## src/logic/fdxc_pkg.sv

```systemverilog
//Contract
// - Expand pulses precede strobes, keep width, recovery
// - Combined width/depth expansion behaves like either alone
// - Writer watches full flag, reader watches empty
// - Paired two-way FIFOs may use any expansion
// - Only first slice strap low; chain out to in
// - Composite flags formed alike from all slices
// - No retransmit pulse while in depth mode
package fdxc_pkg;
    localparam int CLK_PERIOD_NS = 5;
    localparam int SYNC_LAT      = 3;
    // slowest-grade-safe figures for the fastest grade; raise for slower parts
    localparam int T_STROBE_NS   = 65;
    localparam int T_STR_REC_NS  = 15;
    localparam int T_FLAG_NS     = 60;
    localparam int T_XI_W_NS     = 60;
    localparam int T_XI_REC_NS   = 15;
    localparam int T_XI_SET_NS   = 25;
    localparam int T_RS_NS       = 65;
    localparam int T_RSS_NS      = 45;
    localparam int T_RT_NS       = 65;
    localparam int T_RTR_NS      = 15;

    localparam int C_WR     = (T_STROBE_NS + CLK_PERIOD_NS - 1) / CLK_PERIOD_NS;
    localparam int C_RD     = C_WR + SYNC_LAT;
    localparam int C_REC    = ((T_FLAG_NS > T_STR_REC_NS ? T_FLAG_NS : T_STR_REC_NS)
                              + CLK_PERIOD_NS - 1) / CLK_PERIOD_NS + SYNC_LAT;
    localparam int C_XI_W   = (T_XI_W_NS + CLK_PERIOD_NS - 1) / CLK_PERIOD_NS;
    localparam int C_XI_REC = ((T_XI_SET_NS > T_XI_REC_NS ? T_XI_SET_NS : T_XI_REC_NS)
                              + CLK_PERIOD_NS - 1) / CLK_PERIOD_NS;
    localparam int C_RS     = ((T_RS_NS > T_RSS_NS ? T_RS_NS : T_RSS_NS)
                              + CLK_PERIOD_NS - 1) / CLK_PERIOD_NS;
    localparam int C_RT     = (T_RT_NS + CLK_PERIOD_NS - 1) / CLK_PERIOD_NS;
    localparam int C_RTR    = (T_RTR_NS + CLK_PERIOD_NS - 1) / CLK_PERIOD_NS;

    localparam logic [7:0] A_CTRL     = 8'h00;
    localparam logic [7:0] A_CMD      = 8'h04;
    localparam logic [7:0] A_STATUS   = 8'h08;
    localparam logic [7:0] A_RDATA    = 8'h0c;
    localparam logic [7:0] A_IRQ_STAT = 8'h10;
    localparam logic [7:0] A_IRQ_EN   = 8'h14;
    localparam logic [7:0] A_IRQ_CLR  = 8'h18;

    localparam int CTRL_DEPTH_BIT = 0;
    localparam int CMD_OP_LSB     = 9;
    localparam int ST_BUSY_BIT    = 0;
    localparam int ST_EMPTY_BIT   = 1;
    localparam int ST_FULL_BIT    = 2;
    localparam int IRQ_DONE_BIT   = 0;
    localparam int IRQ_REFUSE_BIT = 1;
    localparam int IRQ_AVAIL_BIT  = 2;

    localparam logic [2:0] OP_WRITE  = 3'h1;
    localparam logic [2:0] OP_READ   = 3'h2;
    localparam logic [2:0] OP_XI     = 3'h3;
    localparam logic [2:0] OP_REREAD = 3'h4;
    localparam logic [2:0] OP_RESET  = 3'h5;

    localparam logic       RST_DEPTH  = 1'b0;
    localparam logic [2:0] RST_IRQ_EN = 3'h0;

    typedef enum logic [1:0] {ST_IDLE, ST_RST, ST_PULSE, ST_REC} fdxc_st_t;
endpackage

```

## src/logic/fdxc_sync.sv

```systemverilog
module fdxc_sync
    import fdxc_pkg::*;
#(
    parameter int         W       = 1,
    parameter logic [W-1:0] RST_VAL = '1
) (
    input  wire logic         clock,  // system clock
    input  wire logic         rst_n,  // async reset, active low
    input  wire logic [W-1:0] d,      // asynchronous pin level
    output logic      [W-1:0] q       // filtered level
);
    typedef struct packed {
        logic [W-1:0] s1;
        logic [W-1:0] s2;
        logic [W-1:0] s3;
        logic [W-1:0] q;
    } fdxc_sync_t;

    fdxc_sync_t s_reg;
    fdxc_sync_t s_next;

    always_comb begin
        s_next    = s_reg;
        s_next.s1 = d;
        s_next.s2 = s_reg.s1;
        s_next.s3 = s_reg.s2;
        // a bit moves only once two settled stages agree
        for (int i = 0; i < W; i++) begin
            if (s_reg.s2[i] == s_reg.s3[i]) begin
                s_next.q[i] = s_reg.s3[i];
            end
        end
    end

    always_ff @(posedge clock or negedge rst_n) begin
        if (!rst_n) begin
            s_reg <= {RST_VAL, RST_VAL, RST_VAL, RST_VAL};
        end else begin
            s_reg <= s_next;
        end
    end

    assign q = s_reg.q;
endmodule

```

## src/logic/fdxc_top.sv

```systemverilog
// Implementation choices: the register offsets and register access over APB.
module fdxc_top
    import fdxc_pkg::*;
#(
    parameter int NSLICE = 3
) (
    input  wire logic              clock,              // 200 MHz system clock
    input  wire logic              rst_n,              // async reset, active low
    input  wire logic              psel,               // apb select
    input  wire logic              penable,            // apb access phase
    input  wire logic              pwrite,             // apb direction
    input  wire logic [7:0]        paddr,              // apb byte address
    input  wire logic [31:0]       pwdata,             // apb write data
    output logic      [31:0]       prdata,             // apb read data
    output logic                   pready,             // apb ready
    output logic                   pslverr,            // apb error on unmapped
    output logic                   irq,                // level interrupt
    output logic                   fifo_reset_n,       // chain reset pin
    output logic                   fifo_write_n,       // shared write strobe
    output logic                   fifo_read_n,        // shared read strobe
    output logic      [8:0]        fifo_data_out,      // word to the chain
    input  wire logic [8:0]        fifo_data_in,       // word from the chain
    output logic      [NSLICE-1:0] first_load_strap_n, // per-slice strap / retransmit pin
    output logic                   reread_pulse_n,     // retransmit strobe, single mode
    output logic                   expand_in_n,        // injected pulse into first slice
    input  wire logic [NSLICE-1:0] empty_flag_n,       // per-slice empty flags
    input  wire logic [NSLICE-1:0] full_flag_n         // per-slice full flags
);
    // refused at elaboration: the strap vector and the 8-bit step counter set these limits
    if (NSLICE < 1 || NSLICE > 32) begin
        $error("NSLICE out of range");
    end
    if (C_RD > 255 || C_REC > 255) begin
        $error("cycle counts exceed counter");
    end
    typedef struct packed {
        fdxc_st_t    st;
        logic [7:0]  cnt;
        logic [2:0]  op;
        logic        depth;
        logic [8:0]  dout;
        logic [8:0]  rdata;
        logic [2:0]  irq_stat;
        logic [2:0]  irq_en;
        logic        wr_n;
        logic        rd_n;
        logic        xi_n;
        logic        rt_n;
        logic        rs_n;
        logic        prev_empty;
        logic [31:0] prdata;
    } fdxc_top_t;
    fdxc_top_t s_reg;
    fdxc_top_t s_next;
    logic [NSLICE-1:0] ef_q;
    logic [NSLICE-1:0] ff_q;
    logic [8:0]        din_q;
    logic              comp_empty;
    logic              comp_full;
    logic              apb_wr;
    logic              mapped;
    logic [2:0]        cmd_op;
    logic              refuse;
    logic              busy;
    fdxc_sync #(.W(NSLICE), .RST_VAL('1)) u_ef_sync (
        .clock (clock),
        .rst_n (rst_n),
        .d     (empty_flag_n),
        .q     (ef_q)
    );
    fdxc_sync #(.W(NSLICE), .RST_VAL('1)) u_ff_sync (
        .clock (clock),
        .rst_n (rst_n),
        .d     (full_flag_n),
        .q     (ff_q)
    );
    fdxc_sync #(.W(9), .RST_VAL('0)) u_din_sync (
        .clock (clock),
        .rst_n (rst_n),
        .d     (fifo_data_in),
        .q     (din_q)
    );
    // every slice must agree before the chain counts as empty or full
    assign comp_empty = &(~ef_q);
    assign comp_full  = &(~ff_q);
    assign busy       = (s_reg.st != ST_IDLE);
    assign apb_wr     = psel && penable && pwrite;
    assign cmd_op     = pwdata[CMD_OP_LSB +: 3];
    assign mapped     = (paddr == A_CTRL) || (paddr == A_CMD) || (paddr == A_STATUS) ||
                        (paddr == A_RDATA) || (paddr == A_IRQ_STAT) ||
                        (paddr == A_IRQ_EN) || (paddr == A_IRQ_CLR);
    always_comb begin
        refuse = busy;
        case (cmd_op)
            OP_WRITE:  refuse = busy || comp_full;
            OP_READ:   refuse = busy || comp_empty;
            OP_XI:     refuse = busy || !s_reg.depth;
            OP_REREAD: refuse = busy || s_reg.depth;
            OP_RESET:  refuse = busy;
            default:   refuse = 1'b1;
        endcase
    end
    always_comb begin
        s_next            = s_reg;
        s_next.prev_empty = comp_empty;
        if (apb_wr && paddr == A_IRQ_CLR) begin
            s_next.irq_stat = s_reg.irq_stat & ~pwdata[2:0];
        end
        if (apb_wr && paddr == A_IRQ_EN) begin
            s_next.irq_en = pwdata[2:0];
        end
        // mode switches only between operations so a strobe never straddles it
        if (apb_wr && paddr == A_CTRL && !busy) begin
            s_next.depth = pwdata[CTRL_DEPTH_BIT];
        end
        // a set lands after the clear so a same-cycle event survives
        if (s_reg.prev_empty && !comp_empty) begin
            s_next.irq_stat[IRQ_AVAIL_BIT] = 1'b1;
        end
        case (s_reg.st)
            ST_IDLE: begin
                if (apb_wr && paddr == A_CMD) begin
                    if (refuse) begin
                        s_next.irq_stat[IRQ_REFUSE_BIT] = 1'b1;
                    end else begin
                        s_next.op = cmd_op;
                        s_next.st = ST_PULSE;
                        case (cmd_op)
                            OP_WRITE: begin
                                s_next.dout = pwdata[8:0];
                                s_next.wr_n = 1'b0;
                                s_next.cnt  = 8'(C_WR);
                            end
                            OP_READ: begin
                                s_next.rd_n = 1'b0;
                                s_next.cnt  = 8'(C_RD);
                            end
                            OP_XI: begin
                                // lets the strap-low first slice take over the chain
                                s_next.xi_n = 1'b0;
                                s_next.cnt  = 8'(C_XI_W);
                            end
                            OP_REREAD: begin
                                s_next.rt_n = 1'b0;
                                s_next.cnt  = 8'(C_RT);
                            end
                            default: begin
                                s_next.st   = ST_RST;
                                s_next.rs_n = 1'b0;
                                s_next.cnt  = 8'(C_RS);
                            end
                        endcase
                    end
                end
            end
            ST_RST: begin
                s_next.cnt = s_reg.cnt - 8'h01;
                if (s_reg.cnt == 8'h01) begin
                    s_next.rs_n = 1'b1;
                    s_next.st   = ST_REC;
                    s_next.cnt  = 8'(C_REC);
                end
            end
            ST_PULSE: begin
                s_next.cnt = s_reg.cnt - 8'h01;
                if (s_reg.cnt == 8'h01) begin
                    if (!s_reg.rd_n) begin
                        s_next.rdata = din_q;
                    end
                    s_next.wr_n = 1'b1;
                    s_next.rd_n = 1'b1;
                    s_next.xi_n = 1'b1;
                    s_next.rt_n = 1'b1;
                    s_next.st   = ST_REC;
                    case (s_reg.op)
                        OP_XI:     s_next.cnt = 8'(C_XI_REC);
                        OP_REREAD: s_next.cnt = 8'(C_RTR);
                        default:   s_next.cnt = 8'(C_REC);
                    endcase
                end
            end
            ST_REC: begin
                s_next.cnt = s_reg.cnt - 8'h01;
                if (s_reg.cnt == 8'h01) begin
                    s_next.st                     = ST_IDLE;
                    s_next.irq_stat[IRQ_DONE_BIT] = 1'b1;
                end
            end
            default: begin
                s_next.st = ST_IDLE;
            end
        endcase
        if (psel && !penable) begin
            case (paddr)
                A_CTRL:     s_next.prdata = {31'h0, s_reg.depth};
                A_STATUS:   s_next.prdata = {29'h0, comp_full, comp_empty, busy};
                A_RDATA:    s_next.prdata = {23'h0, s_reg.rdata};
                A_IRQ_STAT: s_next.prdata = {29'h0, s_reg.irq_stat};
                A_IRQ_EN:   s_next.prdata = {29'h0, s_reg.irq_en};
                default:    s_next.prdata = 32'h0;
            endcase
        end
    end
    always_ff @(posedge clock or negedge rst_n) begin
        if (!rst_n) begin
            s_reg            <= '0;
            s_reg.st         <= ST_IDLE;
            s_reg.depth      <= RST_DEPTH;
            s_reg.irq_en     <= RST_IRQ_EN;
            s_reg.wr_n       <= 1'b1;
            s_reg.rd_n       <= 1'b1;
            s_reg.xi_n       <= 1'b1;
            s_reg.rt_n       <= 1'b1;
            s_reg.rs_n       <= 1'b1;
            s_reg.prev_empty <= 1'b0;  // filtered flags reset to not-empty: no false edge
        end else begin
            s_reg <= s_next;
        end
    end
    assign prdata        = s_reg.prdata;
    assign pready        = 1'b1;
    assign pslverr       = psel && penable && !mapped;
    assign irq           = |(s_reg.irq_stat & s_reg.irq_en);
    assign fifo_reset_n  = s_reg.rs_n;
    assign fifo_write_n  = s_reg.wr_n;
    assign fifo_read_n   = s_reg.rd_n;
    assign fifo_data_out = s_reg.dout;
    // shared strap/retransmit pin: strap pattern in depth mode, retransmit otherwise
    assign first_load_strap_n = s_reg.depth ? {{(NSLICE-1){1'b1}}, 1'b0}
                                            : {NSLICE{s_reg.rt_n}};
    assign reread_pulse_n     = s_reg.depth ? 1'b1 : s_reg.rt_n;
    // single mode wants the expand input grounded through reset
    assign expand_in_n        = s_reg.depth ? s_reg.xi_n : 1'b0;
    // helper counters that only the checks read
    logic [7:0] xi_low_cnt;
    logic [7:0] since_xi;
    logic [7:0] wr_low_cnt;
    always_ff @(posedge clock or negedge rst_n) begin
        if (!rst_n) begin
            xi_low_cnt <= 8'h00;
            since_xi   <= 8'hff;
            wr_low_cnt <= 8'h00;
        end else begin
            xi_low_cnt <= s_reg.xi_n ? 8'h00 : xi_low_cnt + 8'h01;
            since_xi   <= !s_reg.xi_n ? 8'h00 : (since_xi == 8'hff ? since_xi : since_xi + 8'h01);
            wr_low_cnt <= s_reg.wr_n ? 8'h00 : wr_low_cnt + 8'h01;
        end
    end
endmodule

```

## config.mk

```make
export PLATFORM = sky130hd
export DESIGN_NAME = fdxc_top
export DESIGN_NICKNAME = d
export VERILOG_FILES = /design/src/logic/fdxc_pkg.sv /design/src/logic/fdxc_sync.sv /design/src/logic/fdxc_top.sv
export SDC_FILE = /design/constraint.sdc
export NUM_CORES = 1
export LEC_CHECK = 0
export ABC_AREA = 1
export BUFFER_PORTS_ARGS = -buffer_cell sky130_fd_sc_hd__buf_2
export CAP_MARGIN = 10
export CORE_ASPECT_RATIO = 2
export CORE_MARGIN = 5
export CORE_UTILIZATION = 54
export CTS_CLUSTER_SIZE = 40
export DETAILED_ROUTE_END_ITERATION = 10
export GPL_TIMING_DRIVEN = 0
export PLACE_DENSITY = 0.79
export SLEW_MARGIN = 5
export SYNTH_ARGS = -nofsm -noshare
export SYNTH_HDL_FRONTEND = slang
export SYNTH_HIERARCHICAL = 1
export SYNTH_SLANG_ARGS = --single-unit
```

## constraint.sdc

```tcl
create_clock -name clock -period 2.15 [get_ports clock]
set_clock_uncertainty 0.05 [all_clocks]
set_input_delay 0.43 -clock clock [delete_from_list [all_inputs] [get_ports clock]]
set_output_delay 0.43 -clock clock [all_outputs]
set_load 0.02 [all_outputs]
```

==> impl_summary.md <==
Status
The run finished with clean final reports.

Synthesis
The cell taking the most area after synthesis is sky130_fd_sc_hd__dfrtp_1. The xor/xnor cell area share of the yosys netlist is 0.671%. The adder-cell area share of the yosys netlist is 0.479%. The netlist uses 33 different library cells. The cell count after synthesis is 574. The post-synthesis share of cell area spent on and, or, nand and nor gates is 23.5%. In the synthesized netlist, mux cells make up 2.16% of the area. The largest family of logic cells by synthesized area is simple AND/OR/NAND/NOR gates.

The count of flip-flops with a built-in enable after synthesis is 0. The share of synthesized area occupied by flip-flops and latches is 54.8%. The synthesized design contains 113 register bits. The most used flip-flop cell after synthesis is sky130_fd_sc_hd__dfrtp_1.

The complex-gate fraction of the synthesized area is 4.55%. After synthesis, the share of flip-flops with an asynchronous set or reset is 100%. During synthesis, Yosys emitted a total of 6 warnings. In this run the cell area of the synthesized design comes to 5220 um^2.

The area share of the leading cell type in the synthesized netlist is 40.2%. The average instance area after synthesis is 9.10 um^2. After synthesis, the cell types taking the most area are sky130_fd_sc_hd__dfrtp_1 40%, sky130_fd_sc_hd__dfstp_2 15%, sky130_fd_sc_hd__nand2_1 10%.

Final layout
The share of cells above drive strength 1 is 33.5%. The number of antenna diodes in the final layout is 0. The count of cells in the finished layout, fillers not included, comes to 826. The number of flip-flops under the largest register name is 32. From synthesis to final layout, the design area changed by 24.5%. The post-route cell area is 6500 um^2. The final layout contains 745 nets. The share of the core filled with cells is 68.8%.

Pwr
The analysis attributes to cell leakage a power of 0.00340 uW. The cell area power density is 885 nW/um^2. The design draws 5750 uW.

The maximum ir drop on the vdd rail is 1050 uV.

Hold path
The tightest min-delay check is of the input port to flip-flop type.

Floorplan
The vertical extent of the die is 149 um. The number of placement rows is 50. In this run the horizontal extent of the chip is 79.5 um.

The die covers 11900 um^2. 112 I/O pins were placed. The initial standard-cell utilization of the core is 55.3%. The core outline area is 9450 um^2.

Route
The violation count after the first detailed-route iteration is 281. The post-detailed-route DRC marker count is 0. The pre-antenna-repair detailed-routing pass consisted of 7 iterations.

The average vias per placed instance is 4.92. For this block, the routed nets add up to 11.3 mm of wire. The via count is 4066. The remaining antenna violation count is 0. The post-detailed-route wirelength per cell is 13.7 um.

Place
Prior to clock tree synthesis, the placed netlist has a worst setup slack of 0.180 ns. Counting tap cells, the placed design contains a total of 793 instances. The HPWL after detailed placement is 8.36 mm. The last weighted congestion value of the routability-driven placer is 0.877. The instance area after placement is 5830 um^2.

Input and output buffers added on the ports amount to 66.

Worst setup path
The signal arrival time at the worst endpoint is 1.50 ns. The data required time at the worst endpoint is 1.67 ns. The delay of the slowest critical-path stage is 0.28 ns. The gate family responsible for the most delay along the worst path is simple AND/OR/NAND/NOR gates. The kind of launch point of the worst setup path is an input port. The critical path start-end classification is input port to output pin. The worst-path maximum fanout is 4. The buffer and inverter count on the worst path is 2.

The slowest stage of the critical path is the sky130_fd_sc_hd__nor2_1 cell. The element type at the critical path end is an output pin. The signal on the critical path passes through buf_2 -> nor2_1 -> nand2_1 -> nor2_1 -> nand2_1 -> o211ai_1 -> a31oi_1 -> buf_2.

Global routing
In the global route stage, overall resource usage came out at 20.3%. The via count of the first global-routing pass is 4149. The initial antenna violation count is 0. The wire length of the first global-routing pass is 18.6 mm. Entering global routing, the biggest net connects 76 pins. For this run the aggregate overflow at the end of global routing stands at 0.

STA
The count of endpoints failing hold in the final timing report is 0. In the finished design, the share of the clock period the worst path needs comes to 91.9%. Setup violations remaining at the end of the flow were counted as 0.

The minimum setup slack in the final design is 0.174 ns. The tightest slew margin relative to the limit is 62.7%. The final-report max-slew violation count is 0.

The maximum achievable frequency is 506 MHz. The transition time at the pin with the least slew margin is 0.555 ns. Setup repair after global routing left no endpoint under its margin. Subtracting the final worst setup slack from the clock period gives 1.98 ns.

Clocking
After clock tree synthesis, the clock-pin slew on the worst setup and hold paths is 0.05 ns. The clock sink total is 113. The H-tree level count is 4. The clock reaches the later pin of the worst-skew pair after 0.41 ns. The number of setup buffers added after CTS is 0. The clock passes through at most 2 buffers. The TritonCTS clock tree is built. The clock root buffer is sky130_fd_sc_hd__clkbuf_16. The total clock buffers created by CTS is 17.

After clock tree synthesis, the flow added hold-fix buffers numbering 1. The post-cts resize count is 0.

Flow run
The max-cap check violation count is 0.
## placed cells by master, fill, tap and decap left out, drive strengths merged, types with 3 or more instances in the layout
| cell type | instances |
|---|---|
| conb | 24 |
| clkinv | 6 |
| nand3 | 50 |
| nand4 | 5 |
| mux2 | 10 |
| inv | 62 |
| nor3 | 5 |
| dfstp | 29 |
| o21ai | 17 |
| buf | 131 |
| nor2 | 61 |
| nand2 | 148 |
| bufinv | 6 |
| o211ai | 3 |
| a21oi | 21 |
| clkbuf | 18 |
| dfrtp | 84 |
## cell usage after synthesis (6+ instances only)
cell and count:
sky130_fd_sc_hd__a21oi_1 21, sky130_fd_sc_hd__buf_4 60, sky130_fd_sc_hd__dfrtp_1 84, sky130_fd_sc_hd__dfstp_2 29, sky130_fd_sc_hd__inv_1 54, sky130_fd_sc_hd__inv_2 7
sky130_fd_sc_hd__mux2_2 10, sky130_fd_sc_hd__nand2_1 141, sky130_fd_sc_hd__nand2_2 6, sky130_fd_sc_hd__nand3_1 48, sky130_fd_sc_hd__nor2_1 48, sky130_fd_sc_hd__nor2_2 7
sky130_fd_sc_hd__nor2_4 6, sky130_fd_sc_hd__o21ai_0 15
## kinds of logic after synthesis
kind of cell / after synthesis
flops: 113
other cells: 2
buf+inv: 126
fa+ha+maj: 2
compound gates: 45
simple gates: 272
mux: 10
xor+xnor: 4
## per-layer routing
layer	routed length (um)	global-route usage, %	vias to the layer above
met5	0	0	-
li1	-	-	1951
met2	6410	38.0	151
met4	350	9.81	0
met1	4050	20.4	1928
met3	515	4.84	36
## stage by stage
step | hold WS [ns] | setup TNS [ns]
2_1_floorplan | 0.0844 | 0
3_3_place_gp | 0.282 | -48.85
3_5_place_dp | 0.286 | 0
4_1_cts | 0.0507 | 0
5_1_grt | 0.0511 | 0
6_report | 0.0697 | 0
## final timing paths
path	slack, ns	to	start	depth (start not counted)
min reg2reg	0.29	u_din_sync/s_next[11]	u_din_sync/s_next[20]	0
max in group asynchronous	0.79	u_ff_sync/s_next[5]	rst_n	3
max reg2reg	0.33	s_reg[70]	u_ef_sync/q[0]	8
max	0.17	pslverr	paddr[1]	8
min in group asynchronous	0.50	prdata[1]	rst_n	2
min	0.07	u_ff_sync/s_next[7]	full_flag_n[1]	1
## where the power goes
group,leakage (uW),internal (uW),switching (uW)
clock,0.000320,2170,968
combinational,0.00174,141,197
sequential,0.00134,2230,44.4
## final cells by class
type	count	area, um^2
fillers	729	2940
flip-flops and latches	113	2860
multi-input cells	357	1730
plain buffers	64	483
clock buffers	18	429
repair buffers	68	370
clock inverters	14	236
inverters	62	233
well taps	130	163
(Power assumes the default switching activity.)
